File: src/hdl/sdc_pkg.sv
// Purpose: Shared constants for the sensor drive current configuration block
// Assumes: Word-wide register port with 8-bit register index
// Notes:   Field positions and offsets are fixed by the register map
package sdc_pkg;
  // Register indices
  localparam logic [7:0] SDC_OFS_SETUP = 8'h1A;
  localparam logic [7:0] SDC_OFS_LVL0  = 8'h1E;
  localparam logic [7:0] SDC_OFS_LVL1  = 8'h1F;
  localparam logic [7:0] SDC_OFS_LVL2  = 8'h20;
  localparam logic [7:0] SDC_OFS_LVL3  = 8'h21;
  // Setup register fields
  localparam int SDC_BIT_OVERRIDE = 12;
  localparam int SDC_BIT_ACTSEL   = 11;
  localparam int SDC_BIT_AMPOFF   = 10;
  localparam int SDC_BIT_BOOST    = 6;
  // Level register fields
  localparam int SDC_PROG_HI = 15;
  localparam int SDC_PROG_LO = 11;
  localparam int SDC_CAL_HI  = 10;
  localparam int SDC_CAL_LO  = 6;
  // Reset values and maximum code
  localparam logic [15:0] SDC_SETUP_RST = 16'h0000;
  localparam logic [4:0]  SDC_CODE_RST  = 5'h00;
  localparam logic [4:0]  SDC_CODE_MAX  = 5'h1F;
  // Writable bits of the setup register
  localparam logic [15:0] SDC_SETUP_MASK = 16'h1C40;
  // Drive phase of a channel
  typedef enum logic [1:0] {
    SDC_PH_OFF    = 2'b00,
    SDC_PH_SETTLE = 2'b01,
    SDC_PH_CONV   = 2'b10
  } sdc_phase_t;
endpackage

File: src/hdl/sdc_code_reg.sv
// Purpose: One channel's programmed and calibrated drive codes
// Assumes: Host writes and calibration captures are single-cycle strobes
// Notes:   Applied code is latched only at the start of settling
`timescale 1ns/100ps
module sdc_code_reg
  import sdc_pkg::*;
(
  // Clock and reset
  input  wire logic       mclk,
  input  wire logic       rst_b,
  // Host write
  input  wire logic       progWe,
  input  wire logic [4:0] progIn,
  // Calibration capture
  input  wire logic       calWe,
  input  wire logic [4:0] calIn,
  // Phase start
  input  wire logic       settleStart,
  // Stored values
  output logic [4:0]      progCode,
  output logic [4:0]      calCode,
  output logic [4:0]      appliedCode
);
  logic [4:0] prog_q, prog_d;  // Programmed code
  logic [4:0] cal_q, cal_d;    // Calibrated code
  logic [4:0] app_q, app_d;    // Code held for the current dwell

  // Next-state for the three fields
  always_comb begin
    prog_d = prog_q;
    cal_d  = cal_q;
    app_d  = app_q;
    if (progWe) begin
      prog_d = progIn;
    end
    if (calWe) begin
      cal_d = calIn;
    end
    if (settleStart) begin
      app_d = progWe ? progIn : prog_q;
    end
  end

  // Registers
  always_ff @(posedge mclk or negedge rst_b) begin
    if (!rst_b) begin
      prog_q <= SDC_CODE_RST;
      cal_q  <= SDC_CODE_RST;
      app_q  <= SDC_CODE_RST;
    end else begin
      prog_q <= prog_d;
      cal_q  <= cal_d;
      app_q  <= app_d;
    end
  end

  assign progCode    = prog_q;
  assign calCode     = cal_q;
  assign appliedCode = app_q;

  code_hold_a: assert property (@(posedge mclk) disable iff (!rst_b)
    !settleStart |=> app_q == $past(app_q))
    else $error("applied code changed outside settling start");
endmodule

File: src/hdl/sdc_amp_mon.sv
// Purpose: Amplitude window classification for one active channel
// Assumes: Analog comparators give synchronous level flags
// Notes:   Flags are registered so status reads are glitch free
`timescale 1ns/100ps
module sdc_amp_mon (
  // Clock and reset
  input  wire logic mclk,
  input  wire logic rst_b,
  // Comparator levels
  input  wire logic ampBelowLow,   // Below 1.2 V peak
  input  wire logic ampAboveHigh,  // Above 1.8 V peak
  input  wire logic ampBelowStop,  // Below 0.6 V peak
  input  wire logic active,
  // Registered flags
  output logic      ampOutWindow,
  output logic      oscStopped
);
  logic win_q, win_d;
  logic stop_q, stop_d;

  always_comb begin
    win_d  = active & (ampBelowLow | ampAboveHigh);
    stop_d = active & ampBelowStop;
  end

  always_ff @(posedge mclk or negedge rst_b) begin
    if (!rst_b) begin
      win_q  <= 1'b0;
      stop_q <= 1'b0;
    end else begin
      win_q  <= win_d;
      stop_q <= stop_d;
    end
  end

  assign ampOutWindow = win_q;
  assign oscStopped   = stop_q;

  stop_flag_a: assert property (@(posedge mclk) disable iff (!rst_b)
    (active && ampBelowStop) |=> oscStopped)
    else $error("oscillation stop not flagged");
endmodule

File: src/hdl/sdc_drive_cfg.sv
// Purpose: Sensor drive current configuration registers and drive selection
// Assumes: Register port is word wide, index addressed, single-cycle strobes
// Notes:   Sequencer supplies active channel and phase; calibrator its codes
`timescale 1ns/100ps

// Contract
// - Apply programmed code during settle and conversion
// - Programmed code needs override and correction off
// - Store calibrated code, never drive with it
// - Setup bit 12 enables fixed drive
// - Setup bit 10 disables amplitude correction
// - Setup bit 11 selects activation current
// - Setup bit 6 boosts channel 0
// - One level register per channel
// - Report amplitude outside 1.2-1.8 V
// - Below 0.6 V stop producing results
// - Channels 2 and 3 only four-channel
// - Maximum code makes activation select moot
// - Only active channel driven, others grounded
module sdc_drive_cfg
  import sdc_pkg::*;
#(
  parameter int NUM_CH = 4  // 2 or 4 channels
)(
  // Clock and reset
  input  wire logic              mclk,
  input  wire logic              rst_b,
  // Register port
  input  wire logic              regWe,
  input  wire logic              regRe,
  input  wire logic [7:0]        regAddr,
  input  wire logic [15:0]       regWdata,
  output logic [15:0]            regRdata,
  output logic                   regAck,
  // Sequencer
  input  wire logic [1:0]        activeCh,
  input  wire logic [1:0]        phase,      // sdc_phase_t code
  input  wire logic              sleepMode,
  input  wire logic              multiChan,
  // Calibration engine
  input  wire logic              calWe,
  input  wire logic [1:0]        calCh,
  input  wire logic [4:0]        calCode,
  input  wire logic [4:0]        autoCode,   // Code chosen by correction loop
  // Amplitude comparators
  input  wire logic              ampBelowLow,
  input  wire logic              ampAboveHigh,
  input  wire logic              ampBelowStop,
  // Driver controls
  output logic [4:0]             driveCode,
  output logic [NUM_CH-1:0]      chDriveEn,  // Sensor pins driven
  output logic [NUM_CH-1:0]      chGround,   // Sensor pins grounded
  output logic                   ch0Boost,
  output logic                   ampCorrOn,
  output logic                   ampOutWindow,
  output logic                   convHalt
);
  initial begin
    if (NUM_CH != 2 && NUM_CH != 4) begin
      $error("NUM_CH must be 2 or 4");
    end
  end

  // Channel count in the width of the widened channel index
  localparam logic [2:0] NUM_CH_W = 3'(NUM_CH);

  logic [15:0] setup_q, setup_d;       // Setup register
  logic [15:0] rdata_q, rdata_d;       // Read data
  logic        ack_q, ack_d;           // Access acknowledge
  logic [4:0]  code_q, code_d;         // Code to driver
  logic [NUM_CH-1:0] en_q, en_d;       // Driven channels
  logic [4:0]  progC [NUM_CH];
  logic [4:0]  calC  [NUM_CH];
  logic [4:0]  appC  [NUM_CH];
  logic        activeOk;
  logic        settleStart;
  logic        driving;
  logic        fixedDrive;
  sdc_phase_t  phaseE;
  sdc_phase_t  phasePrev_q;

  // Phase code as the sequencer presents it; code 3 is treated as off
  assign phaseE   = sdc_phase_t'(phase);
  assign activeOk = {1'b0, activeCh} < NUM_CH_W;
  // drive only while settling or converting and awake
  assign driving  = !sleepMode && activeOk &&
                    (phaseE == SDC_PH_SETTLE || phaseE == SDC_PH_CONV);
  // Entry into settle: the one cycle in which a channel may take a new code
  assign settleStart = (phaseE == SDC_PH_SETTLE) && (phasePrev_q != SDC_PH_SETTLE);
  assign fixedDrive = setup_q[SDC_BIT_OVERRIDE] && setup_q[SDC_BIT_AMPOFF];

  // Per channel drive register
  genvar g;
  generate
    for (g = 0; g < NUM_CH; g++) begin : gCh
      sdc_code_reg uCode (
        .mclk        (mclk),
        .rst_b       (rst_b),
        .progWe      (regWe && regAddr == SDC_OFS_LVL0 + 8'(g)),
        .progIn      (regWdata[SDC_PROG_HI:SDC_PROG_LO]),
        .calWe       (calWe && calCh == 2'(g)),
        .calIn       (calCode),
        .settleStart (settleStart && activeCh == 2'(g)),
        .progCode    (progC[g]),
        .calCode     (calC[g]),
        .appliedCode (appC[g])
      );
    end
  endgenerate

  // Register access next state
  always_comb begin
    setup_d = setup_q;
    rdata_d = 16'h0000;
    ack_d   = regWe || regRe;
    if (regWe && regAddr == SDC_OFS_SETUP) begin
      setup_d = regWdata & SDC_SETUP_MASK;
    end
    if (regRe) begin
      if (regAddr == SDC_OFS_SETUP) begin
        rdata_d = setup_q;
      end
      for (int i = 0; i < NUM_CH; i++) begin
        if (regAddr == SDC_OFS_LVL0 + 8'(i)) begin
          rdata_d = {progC[i], calC[i], 6'h00};
        end
      end
    end
  end

  // Drive selection next state
  always_comb begin
    code_d = SDC_CODE_RST;
    en_d   = '0;
    if (driving) begin
      en_d[activeCh] = 1'b1;
      if (fixedDrive) begin
        code_d = appC[activeCh];
      end else begin
        code_d = autoCode;
      end
      if (phaseE == SDC_PH_SETTLE && !setup_q[SDC_BIT_ACTSEL]) begin
        code_d = SDC_CODE_MAX;
      end
    end
  end

  // Registers
  always_ff @(posedge mclk or negedge rst_b) begin
    if (!rst_b) begin
      setup_q     <= SDC_SETUP_RST;
      rdata_q     <= 16'h0000;
      ack_q       <= 1'b0;
      code_q      <= SDC_CODE_RST;
      en_q        <= '0;
      phasePrev_q <= SDC_PH_OFF;
    end else begin
      setup_q     <= setup_d;
      rdata_q     <= rdata_d;
      ack_q       <= ack_d;
      code_q      <= code_d;
      en_q        <= en_d;
      phasePrev_q <= phaseE;
    end
  end

  // Amplitude status
  sdc_amp_mon uMon (
    .mclk         (mclk),
    .rst_b        (rst_b),
    .ampBelowLow  (ampBelowLow),
    .ampAboveHigh (ampAboveHigh),
    .ampBelowStop (ampBelowStop),
    .active       (driving),
    .ampOutWindow (ampOutWindow),
    .oscStopped   (convHalt)
  );

  // Outputs from flip-flops so the driver never sees a glitch; ch0Boost also gates with the multiChan input
  assign regRdata  = rdata_q;
  assign regAck    = ack_q;
  assign driveCode = code_q;
  assign chDriveEn = en_q;
  assign chGround  = ~en_q;
  // boost on channel 0, gated off here while multiChan is high
  assign ch0Boost  = setup_q[SDC_BIT_BOOST] && !multiChan && en_q[0];
  assign ampCorrOn = !setup_q[SDC_BIT_AMPOFF];

  one_driven_a: assert property (@(posedge mclk) disable iff (!rst_b)
    $onehot0(en_q))
    else $error("more than one channel driven");
  sleep_ground_a: assert property (@(posedge mclk) disable iff (!rst_b)
    sleepMode |=> en_q == '0)
    else $error("channel driven during sleep");
  conv_code_a: assert property (@(posedge mclk) disable iff (!rst_b)
    (driving && fixedDrive && phaseE == SDC_PH_CONV) |=> driveCode == $past(appC[activeCh]))
    else $error("conversion not using programmed code");
  // without fixed drive use loop code
  auto_code_a: assert property (@(posedge mclk) disable iff (!rst_b)
    (driving && !fixedDrive && phaseE == SDC_PH_CONV) |=> driveCode == $past(autoCode))
    else $error("auto code not used");
  setup_wr_a: assert property (@(posedge mclk) disable iff (!rst_b)
    (regWe && regAddr == SDC_OFS_SETUP) |=> setup_q == ($past(regWdata) & SDC_SETUP_MASK))
    else $error("setup write lost");
  act_full_a: assert property (@(posedge mclk) disable iff (!rst_b)
    (driving && phaseE == SDC_PH_SETTLE && !setup_q[SDC_BIT_ACTSEL]) |=> driveCode == 5'h1F)
    else $error("activation not full current");
  amp_corr_a: assert property (@(posedge mclk) disable iff (!rst_b)
    ampCorrOn == !setup_q[SDC_BIT_AMPOFF])
    else $error("correction enable wrong");
  // boost only on channel 0 single mode
  boost_ch0_a: assert property (@(posedge mclk) disable iff (!rst_b)
    ch0Boost |-> (!multiChan && chDriveEn[0]))
    else $error("boost outside channel 0 single mode");
  lvl_read_a: assert property (@(posedge mclk) disable iff (!rst_b)
    (regRe && regAddr == SDC_OFS_LVL0) |=> regRdata[15:11] == $past(progC[0]))
    else $error("level read mismatch");

  // Register port answers

  ack_pulse_a: assert property (@(posedge mclk) disable iff (!rst_b)
    (regWe || regRe) |=> regAck)
    else $error("access not acknowledged");
  ack_idle_a: assert property (@(posedge mclk) disable iff (!rst_b)
    !(regWe || regRe) |=> !regAck)
    else $error("acknowledge without access");
  rdata_idle_a: assert property (@(posedge mclk) disable iff (!rst_b)
    !regRe |=> regRdata == 16'h0000)
    else $error("read data outside read");
  unmapped_rd_a: assert property (@(posedge mclk) disable iff (!rst_b)
    (regRe && regAddr == 8'h1B) |=> regRdata == 16'h0000)
    else $error("unmapped index returned data");
  cal_read_a: assert property (@(posedge mclk) disable iff (!rst_b)
    (regRe && regAddr == SDC_OFS_LVL0) |=> regRdata[10:6] == $past(calC[0]))
    else $error("calibrated code read mismatch");
  setup_hold_a: assert property (@(posedge mclk) disable iff (!rst_b)
    !(regWe && regAddr == SDC_OFS_SETUP) |=> $stable(setup_q))
    else $error("setup changed without write");

  // Driver side

  ground_inv_a: assert property (@(posedge mclk) disable iff (!rst_b)
    chGround == ~chDriveEn)
    else $error("channel both driven and grounded");
  drive_active_a: assert property (@(posedge mclk) disable iff (!rst_b)
    driving |=> chDriveEn == (NUM_CH'(1) << $past(activeCh)))
    else $error("active channel not driven");
  idle_zero_a: assert property (@(posedge mclk) disable iff (!rst_b)
    !driving |=> (chDriveEn == '0 && driveCode == SDC_CODE_RST))
    else $error("drive while idle");
  boost_multi_a: assert property (@(posedge mclk) disable iff (!rst_b)
    multiChan |-> !ch0Boost)
    else $error("boost during sequencing");
  win_flag_a: assert property (@(posedge mclk) disable iff (!rst_b)
    (driving && (ampBelowLow || ampAboveHigh)) |=> ampOutWindow)
    else $error("amplitude window not flagged");
  halt_idle_a: assert property (@(posedge mclk) disable iff (!rst_b)
    !driving |=> !convHalt)
    else $error("halt raised on idle channel");
endmodule

File: config.mk
export PLATFORM = sky130hd
export DESIGN_NAME = sdc_drive_cfg
export DESIGN_NICKNAME = d
export VERILOG_FILES = /design/src/hdl/sdc_pkg.sv /design/src/hdl/sdc_code_reg.sv /design/src/hdl/sdc_amp_mon.sv /design/src/hdl/sdc_drive_cfg.sv
export SDC_FILE = /design/constraint.sdc
export NUM_CORES = 1
export LEC_CHECK = 0
export BUFFER_PORTS_ARGS = -buffer_cell sky130_fd_sc_hd__buf_2
export CORE_MARGIN = 3
export CORE_UTILIZATION = 49
export DETAILED_ROUTE_END_ITERATION = 12
export PLACE_DENSITY = 0.76
export SLEW_MARGIN = 20
export SYNTH_ARGS = -nofsm -noshare
export SYNTH_HDL_FRONTEND = slang
export SYNTH_SLANG_ARGS = --single-unit
File: constraint.sdc
create_clock -name mclk -period 1.4 [get_ports mclk]
set_input_delay 0.07 -clock mclk [delete_from_list [all_inputs] [get_ports mclk]]
set_output_delay 0.07 -clock mclk [all_outputs]
set_load 0.01 [all_outputs]
==> results.txt, run 1 <==
Critical Path Max Stage Delay = 0.41 ns
Clock Power Share = 0.312
FF+latch area = 2200 um^2
Flop pwr share = 0.569
fin nets = 441
deepest level of the CTS H-tree = 3
row cnt = 31
crit-path cells = nand2b_1 > nand4_1 > mux2_2
clk buf depth = 2
most frequent cell after synthesis = dfrtp_1
Worst-path clk slew = 0.09 ns
worst skew pair latency = 0.34 ns
top_reg_cell synth = dfrtp_1
clk_skew = 0.0115 ns
leading area contributor after synthesis = dfrtp_1
Worst Setup End Kind = flop
Area Growth Syn to Fin = 21.8%
Die Ht = 95.1 um
Worst IR Drop VDD = 451 uV
post-route ant nets = 0
EDFF count, synth = 0
DIE AREA = 9040 um^2
Synth Instances = 292
Post-Syn Area = 3890 um^2
leakage power = 2.36 nW
Final setup viols = 0
number of global-route vias before repair = 2734
footprint of the multi-input gates = 1600 um^2
Port Buffers = 68
CTS tree = yes
#FFs+latches synth = 88
crit path max-delay cell type = mux2_2
Antenna diodes = 0
final hold viol count = 0
Initial Utilization = 0.519
net switching power figure = 1.24 mW
Max Slew Vio Count = 0
layout cells sized above 1 = 0.451
Hold Crit Class = in2reg
Max FO, Critical Path = 5
yosys warns = 0
syn avg cell area = 13.3 um^2
main area contributors after synthesis = dfrtp_1, mux2_2, mux2_4, mux4_2, mux2i_1
first-pass GRT wire length = 14200 um
Root Buffer = clkbuf_8
asr flop ratio synth = 1.00
vias per std cell = 5.42
GP Congestion = 0.814
largest net degree at the start of global routing = 89
All-Layer GR Usage = 0.209
pwr/cell area = 1050 nW/um^2
Sw Ratio = 0.249
Synth top cells by count = dfrtp_1, mux2_2, a21oi_1, nor2_1, o21ai_0
top cell type's share of synthesized area = 0.567
initial drt markers = 125
drt pass-1 iters = 4
Seq/Total Area, Yosys = 0.567
Worst EP required = 1.63 ns
setup bufs post-CTS = 0
Yosys cell types = 33
internal cell power = 3.74 mW
CTS buffer count = 9
final worst-path cycle share = 0.983
Detail Placement HPWL = 6360 um
DRC errors left = 0
worst path bufs/invs = 0
FMAX = 727 MHz
Congestion Overflow GR = 0
Pwr Total = 4.98 mW
CP top delay family = simple AND/OR/NAND/NOR gates
power share of the combinational group = 0.119
io pins = 84
die width = 95.1 um
initial antenna violation count = 0
total core area = 7490 um^2
clk sinks = 88
kind of critical path = reg2reg
Startpoint Class = flop
outcome = finished clean
Hold Slack = 0.0107 ns
filler instances = 557
Worst Path Arrival = 1.61 ns
Tmin final = 1.38 ns
final WL = 8680 um
Max Cap Viol = 0
routed wire length per instance = 17.6 um
via count = 2677
-- path summary, 6_finish.rpt --
path / start / to / slack [ns] / cells past startpoint
worst min register to register: gCh[3].uCode.calCode[3]$_DFFE_PN0P_ / gCh[3].uCode.calCode[3]$_DFFE_PN0P_ / 0.51 / 1
max in group asynchronous: rst_b / regAck$_DFF_PN0_ / 0.75 / 3
worst max-delay path: phasePrev_q[0]$_DFF_PN0_ / gCh[3].uCode.appliedCode[0]$_DFFE_PN0P_ / 0.02 / 3
worst min-delay path: calCode[3] / gCh[3].uCode.calCode[3]$_DFFE_PN0P_ / 0.01 / 2
worst max register to register: phasePrev_q[0]$_DFF_PN0_ / gCh[3].uCode.appliedCode[0]$_DFFE_PN0P_ / 0.02 / 3
min in group asynchronous: rst_b / gCh[2].uCode.calCode[3]$_DFFE_PN0P_ / 0.30 / 3
-- flip-flops by register name (all words and copies together), names as in the netlist --
| signal | flops |
|---|---|
| gCh.uCode.appliedCode | 20 |
| gCh.uCode.calCode | 20 |
| gCh.uCode.progCode | 20 |
| regRdata | 10 |
| driveCode | 5 |
| chDriveEn | 4 |
| setup_q | 4 |
| phasePrev_q | 2 |
| regAck | 1 |
| uMon.ampOutWindow | 1 |
| uMon.oscStopped | 1 |
-- area by class of cell --
| class | instances | area share |
|---|---|---|
| inverters | 7 | 0.00555 |
| flip-flops and latches | 88 | 0.465 |
| clock inverters | 4 | 0.00608 |
| multi-input cells | 186 | 0.338 |
| well taps | 99 | 0.0262 |
| clock buffers | 12 | 0.0307 |
| repair buffers | 98 | 0.129 |
-- routing by layer --
| metal | share of wire | global-route usage |
|---|---|---|
| met4 | 0.013 | 0.0625 |
| met2 | 0.51 | 0.337 |
| met5 | 0 | 0 |
| met3 | 0.038 | 0.0395 |
| met1 | 0.44 | 0.289 |
-- stage by stage --
step                      cell area [um^2]  instances  setup slack, ns  setup TNS [ns]   util
final                                 4730        494           0.0241               0  0.632
after global routing                  4730        494          -0.0117         -0.0140  0.632
after CTS                             4730        494           0.0406               0  0.632
after detailed placement              4450        467           -0.249           -4.36  0.594
after global placement                4450        467           -0.217           -3.86  0.594
after floorplan                       3920        297          0.00494               0      -
-- power by group through the flow --
stage	clock network [mW]	registers [mW]	logic, mW
2_1_floorplan	0	2.86	0.335
3_3_place_gp	0	2.87	0.552
3_5_place_dp	0	2.89	0.571
4_1_cts	1.61	2.84	0.596
5_1_grt	1.71	2.86	0.656
6_report	1.56	2.84	0.591
-- cells by family after synthesis --
family,after synthesis,synth area share
DFF,88,0.567
buffers and inverters,23,0.0303
and+or+nand+nor,64,0.0959
AOI/OAI and AO/OA,37,0.0567
other,1,0.000965
muxes,78,0.246
adders and majority gates,1,0.00322
-- worst register-to-register path: stages (launching register included) --
cell,delay (ns)
dfrtp_1,0.37
nand2b_1,0.12
nand4_1,0.36
mux2_2,0.41
-- cells in the final DEF, fill, tap and decap left out, types with 2 or more instances in the layout --
| cell type | instances |
|---|---|
| clkbuf_1 | 2 |
| nand3_1 | 8 |
| mux2i_1 | 9 |
| or3_1 | 3 |
| nor2_1 | 15 |
| o21bai_1 | 2 |
| nand2b_1 | 2 |
| buf_4 | 19 |
| nor3_1 | 3 |
| dfrtp_1 | 88 |
| clkbuf_8 | 10 |
| or2_2 | 2 |
| dlygate4sd3_1 | 11 |
| mux2_2 | 55 |
| nor4b_2 | 3 |
| mux4_2 | 5 |
| nand2_1 | 10 |
| o21ai_0 | 12 |
| nand4b_1 | 4 |
| clkinvlp_4 | 2 |
| a21oi_1 | 15 |
| conb_1 | 6 |
| mux2_4 | 9 |
| inv_1 | 7 |
| a2bb2oi_1 | 8 |
| nor3b_1 | 2 |
| buf_2 | 67 |
| nand3b_1 | 2 |
-- timing repair --
action                                  CTS  global route
hold buffers                             11             0
resized for setup                         0             1
hold endpoints to repair                100             0
endpoints found under the setup margin    0             4
No activity file was read; power rests on OpenSTA's default activity.
==> run 2, diff against run 1 <==
BUFFER_PORTS_ARGS = default   (was -buffer_cell sky130_fd_sc_hd__buf_2)
CORE_UTILIZATION = 57   (was 49)
CTS_BUF_LIST = sky130_fd_sc_hd__clkbuf_4 sky130_fd_sc_hd__clkbuf_8 sky130_fd_sc_hd__clkbuf_16   (was default)
DONT_BUFFER_PORTS = 1   (was default)
PLACE_DENSITY = 0.75   (was 0.76)
==> run 2 against run 1 <==
  * The flow now finishes with violations (hold timing)
  * Critical path type is now in2reg
  * Critical path depth is 2 higher
  * Routed wire length is 0.77% higher
  * Via count is 6.8% lower
  * Sequential share of layout area is 1.9 points higher
  * Power is 1.9% higher
  * Die area is 13% lower
==> results.txt, run 2 (synthesis gave the netlist of run 1 again) <==
DRC errors left = 0 (unchanged)
DIE AREA = 7840 um^2 (-13%)
row cnt = 29 (-6.5%)
FMAX = 736 MHz (+1.3%)
setup ws final = 0.0414 ns (+0.0173 ns)
final WL = 8750 um (+0.77%)
pre-CTS setup slack = -0.136 ns (+0.113 ns)
Hold Crit Class = in2async
DP Cell Count = 371 (-21%)
final std cells w/o fill = 419 (-15%)
first-pass GRT wire length = 13400 um (-5.0%)
unrepaired setup endpoints after global routing = true
Worst Path Arrival = 1.61 ns (about the same)
Area Growth Syn to Fin = 17.1%
leakage power = 2.15 nW (-8.8%)
layout cells sized above 1 = 0.313 (-0.138)
Congestion Overflow GR = 0 (unchanged)
number of global-route vias before repair = 2633 (-3.7%)
clk buf depth = 2 (unchanged)
Initial Utilization = 0.598 (+0.0792)
setup TNS = 0 ns (unchanged)
final hold viol count = 88 (+88)
kind of critical path = in2reg
drt pass-1 iters = 5 (+1)
routed wire length per instance = 20.9 um (+19%)
R2R Path Start = phasePrev_q[0]$_DFF_PN0_
io pins = 84 (unchanged)
Final setup viols = 0 (unchanged)
Max Cap Viol = 0 (unchanged)
total core area = 6490 um^2 (-13%)
Startpoint Class = input pin
Max Slew Vio Count = 0 (unchanged)
fin nets = 388 (-12%)
via count = 2494 (-6.8%)
worst skew pair latency = 0.35 ns (about the same)
largest net degree at the start of global routing = 89 (unchanged)
Root Buffer = clkbuf_8
Worst EP required = 1.65 ns (+0.02 ns)
worst r2r path cells = 5 (+2)
All-Layer GR Usage = 0.237 (+0.0282)
CP startpoint = phase[1]
GP Congestion = 0.875 (+7.5%)
Worst Setup End Kind = flop
hold buffer count at CTS = 32 (+21)
final worst-path cycle share = 0.970 (-0.0123)
filler instances = 452 (-19%)
pwr/cell area = 1120 nW/um^2 (+6.0%)
clk sinks = 88 (unchanged)
Die Ht = 88.6 um (-6.8%)
CTS buffer count = 9 (unchanged)
initial drt markers = 186 (+49%)
clk_skew = 0.00551 ns (-0.00598 ns)
CTS tree = yes
Antenna diodes = 0 (unchanged)
Tmin final = 1.36 ns (-0.0173 ns)
outcome = complete, but fails checks
die width = 88.6 um (-6.8%)
Max FO, Critical Path = 7 (+2)
post-route ant nets = 0 (unchanged)
Worst-path clk slew = 0.09 ns (about the same)
failing checks = hold timing
vias per std cell = 5.95 (+9.8%)
Worst IR Drop VDD = 773 uV (+71%)
most frequent cells in the layout = dfrtp_1, mux2_2, dlygate4sd3_1, a21oi_1, nor2_1
commonest non-fill, non-tap cell in the layout = dfrtp_1
initial antenna violation count = 0 (unchanged)
Port Buffers = 0 (-100%)
Pwr Total = 5.08 mW (+1.9%)
Hold Slack = -0.600 ns (-0.610 ns)
Detail Placement HPWL = 5710 um (-10%)
deepest level of the CTS H-tree = 3 (unchanged)
## run 2: cell types whose count changed in the layout (fill, tap and decap cells not counted), sizes merged
cell / change
buf: -74
bufinv: +1
clkbuf: -1
clkinv: +2
clkinvlp: -1
dlygate4sd3: +21
inv: -1
## run 2: cell type report
cell class | count | area [um^2] | share of cell area
Inverter | 7 | 26.3 | 0.00578
Multi-Input combinational cell | 186 | 1610 | 0.353
Sequential cell | 88 | 2200 | 0.484
Timing Repair Buffer | 45 | 418 | 0.0919
Clock buffer | 11 | 145 | 0.0319
Tap cell | 77 | 96.3 | 0.0212
Clock inverter | 5 | 56.3 | 0.0124
## run 2: final timing paths
kind	to	slack (ns)
setup reg to reg	gCh[2].uCode.appliedCode[0]$_DFFE_PN0P_	0.07
min in group mclk	regRdata[10]$_DFF_PN0_	0.02
hold reg to reg	gCh[3].uCode.calCode[1]$_DFFE_PN0P_	0.50
setup / recovery	chDriveEn[0]$_DFF_PN0_	0.04
max in group asynchronous	gCh[1].uCode.appliedCode[0]$_DFFE_PN0P_	1.86
hold / removal	regRdata[6]$_DFF_PN0_	-0.60
## run 2: power breakdown
group / total, mW / switching [mW] / internal, mW / leakage, nW
Sequential: 2.85 / 0.114 / 2.73 / 1.17
Clock: 1.77 / 0.877 / 0.891 / 0.103
Combinational: 0.461 / 0.177 / 0.283 / 0.884
Total: 5.08 / 1.17 / 3.91 / 2.15
## run 2: per-stage QoR
stage               utilization  hold WS [ns]  instance area, um^2
floorplan                     -        -0.226                 3920
global placement          0.619        -0.223                 4020
detailed placement        0.619        -0.224                 4020
CTS                       0.699        -0.611                 4540
global route              0.700        -0.625                 4550
finish                    0.700        -0.600                 4550
## run 2: per-layer routing
layer,wire (um),global-route usage,up-vias
met5,0,0,-
met4,129,0.0893,0
met3,398,0.0689,12
met2,4390,0.377,78
met1,3830,0.311,1262
li1,-,-,1142
## run 2: what timing repair did
action / in CTS / in global routing
setup buffers: 0 / 0
endpoints found under the hold margin: 161 / 88
gates resized for setup: 0 / 2
endpoints found under the setup margin: 0 / 15
## run 2: worst max-delay path, cell delays in order
cell and delay, ns:
inv_1 0.02, ha_1 0.27, or2_2 0.33, dlygate4sd3_1 0.68, nor3_1 0.24
==> run 3, diff against run 2 <==
CORE_ASPECT_RATIO = 0.75   (was default)
==> run 3 against run 2 <==
  * The run still ends with hold timing left
  * Maximum frequency is 2.1% lower
  * Critical path depth is 2 lower
  * Routed wire length is 3.9% higher
  * Register-to-register slack worse by 0.06 ns
  * Flip-flop and latch count stayed put
  * Core utilization is 0.83 points higher
  * Setup slack worse by 0.029 ns
  * Clock power hardly changed
  * Global-route usage is 0.84 points higher
  * First-iteration DRC count is 16% lower
  * Combinational power hardly changed
  * Critical path type is now reg2reg
==> results.txt, run 3 (synthesis gave the netlist of run 1 again) <==
CP startpoint = phasePrev_q[0]$_DFF_PN0_
FF+latch area = 2200 um^2 (unchanged)
most frequent cells in the layout = dfrtp_1, mux2_2, dlygate4sd3_1
die width = 101 um (+14%)
via count = 2587 (+3.7%)
number of global-route vias before repair = 2718 (+3.2%)
io pins = 84 (unchanged)
Sw Ratio = 0.230 (about the same)
commonest non-fill, non-tap cell in the layout = dfrtp_1
final WL = 9090 um (+3.9%)
Detail Placement HPWL = 6100 um (+6.7%)
CTS tree = yes
Worst IR Drop VDD = 713 uV (-7.8%)
clk sinks = 88 (unchanged)
DIE AREA = 7860 um^2 (+0.14%)
pwr/cell area = 1120 nW/um^2 (+0.21%)
CTS buffer count = 9 (unchanged)
crit path max-delay cell type = mux2_2
Port Buffers = 0 (unchanged)
fin nets = 390 (+0.52%)
Tmin final = 1.39 ns (+0.0293 ns)
FMAX = 720 MHz (-2.1%)
Congestion Overflow GR = 0 (unchanged)
final hold viol count = 89 (+1.1%)
footprint of the multi-input gates = 1600 um^2 (-0.47%)
Root Buffer = clkbuf_8
layout cells sized above 1 = 0.314 (+0.00109)
first-pass GRT wire length = 14400 um (+7.4%)
total core area = 6440 um^2 (-0.79%)
Max Cap Viol = 0 (unchanged)
Initial Utilization = 0.603 (+0.00476)
initial drt markers = 156 (-16%)
Worst Path Arrival = 1.63 ns (+0.02 ns)
All-Layer GR Usage = 0.245 (+0.00837)
crit-path cells = nand2b_1 > nand4_1 > mux2_2
filler instances = 454 (+0.44%)
failing checks = hold timing
Die Ht = 77.5 um (-12%)
Hold Slack = -0.608 ns (-0.00839 ns)
Max FO, Critical Path = 5 (-2)
row cnt = 25 (-14%)
Startpoint Class = flop
clk buf depth = 2 (unchanged)
DRC errors left = 0 (unchanged)
unrepaired setup endpoints after global routing = true
Final setup viols = 0 (unchanged)
routed wire length per instance = 21.4 um (+2.5%)
leakage power = 2.16 nW (+0.12%)
Pwr Total = 5.11 mW (+0.59%)
Flop pwr share = 0.558 (-0.003)
clk_skew = 0.00756 ns (+0.00205 ns)
Worst-path clk slew = 0.09 ns (about the same)
largest net degree at the start of global routing = 89 (unchanged)
worst r2r path cells = 3 (-2)
GP Congestion = 0.816 (-6.7%)
R2R Path Start = phasePrev_q[0]$_DFF_PN0_
drt pass-1 iters = 4 (-1)
Worst EP required = 1.64 ns (about the same)
Area Growth Syn to Fin = 17.5%
initial antenna violation count = 0 (unchanged)
hold buffer count at CTS = 33 (+3.1%)
Layout Utilization = 0.709 (+0.00829)
worst skew pair latency = 0.36 ns (about the same)
power share of the combinational group = 0.091 (about the same)
Critical Path Max Stage Delay = 0.41 ns (-0.27 ns)
Worst Setup End Kind = flop
outcome = complete, but fails checks
vias per std cell = 6.09 (+2.3%)
net switching power figure = 1.17 mW (+0.50%)
setup TNS = 0 ns (unchanged)
kind of critical path = reg2reg
internal cell power = 3.93 mW (+0.62%)
Hold Crit Class = in2async
post-route ant nets = 0 (unchanged)
Clock Power Share = 0.351 (+0.003)
deepest level of the CTS H-tree = 3 (unchanged)
Antenna diodes = 0 (unchanged)
Max Slew Vio Count = 0 (unchanged)
final worst-path cycle share = 0.991 (+0.0209)
==> run 3: worst paths after layout <==
kind,endpoint,slack (ns)
max,gCh[3].uCode.appliedCode[0]$_DFFE_PN0P_,0.01
max in group asynchronous,phasePrev_q[0]$_DFF_PN0_,1.88
min in group mclk,driveCode[3]$_DFF_PN0_,0
min reg2reg,gCh[3].uCode.calCode[0]$_DFFE_PN0P_,0.51
max reg2reg,gCh[3].uCode.appliedCode[0]$_DFFE_PN0P_,0.01
min,regAck$_DFF_PN0_,-0.61
==> run 3: per-stage QoR <==
stage,setup WS [ns],std cells,instance area [um^2]
floorplan,0.00494,297,3920
global placement,-0.0783,377,4040
detailed placement,-0.122,377,4040
CTS,0.0154,426,4570
global route,-0.0163,425,4570
finish,0.0121,425,4570
==> run 3: power groups by stage <==
stage               logic, mW  registers [mW]  clock network (mW)
floorplan               0.335            2.86                   0
global placement        0.340            2.88                   0
detailed placement      0.357            2.90                   0
CTS                     0.459            2.85                1.82
global route            0.503            2.87                1.94
finish                  0.464            2.85                1.79
==> run 3: cell type report <==
class                      instances  share of cell area
multi-input combinational        186               0.350
clock buffer                      11              0.0332
clock inverter                     5              0.0121
timing repair buffer              47              0.0948
tap                               81              0.0222
inverter                           7             0.00575
sequential                        88               0.482
==> run 3: routing by layer <==
layer,vias up,routed length (um),part of all wire,GRT usage
met5,-,0,0,0
met4,0,130,0.014,0.0558
met3,11,660,0.073,0.0710
met2,113,4450,0.49,0.381
met1,1321,3860,0.42,0.344
li1,1142,-,-,-
==> run 3: what timing repair did <==
| item | CTS | global route |
|---|---|---|
| gates resized for setup | 0 | 1 |
| setup buffers | 0 | 0 |
| endpoints found under the hold margin | 160 | 88 |
| setup endpoints to repair | 0 | 6 |
==> run 3: critical path, delay by kind of cell, from the launching register on <==
| family | cells | cell delay, ns |
|---|---|---|
| DFF | 1 | 0.36 |
| muxes | 1 | 0.41 |
| and+or+nand+nor | 2 | 0.51 |
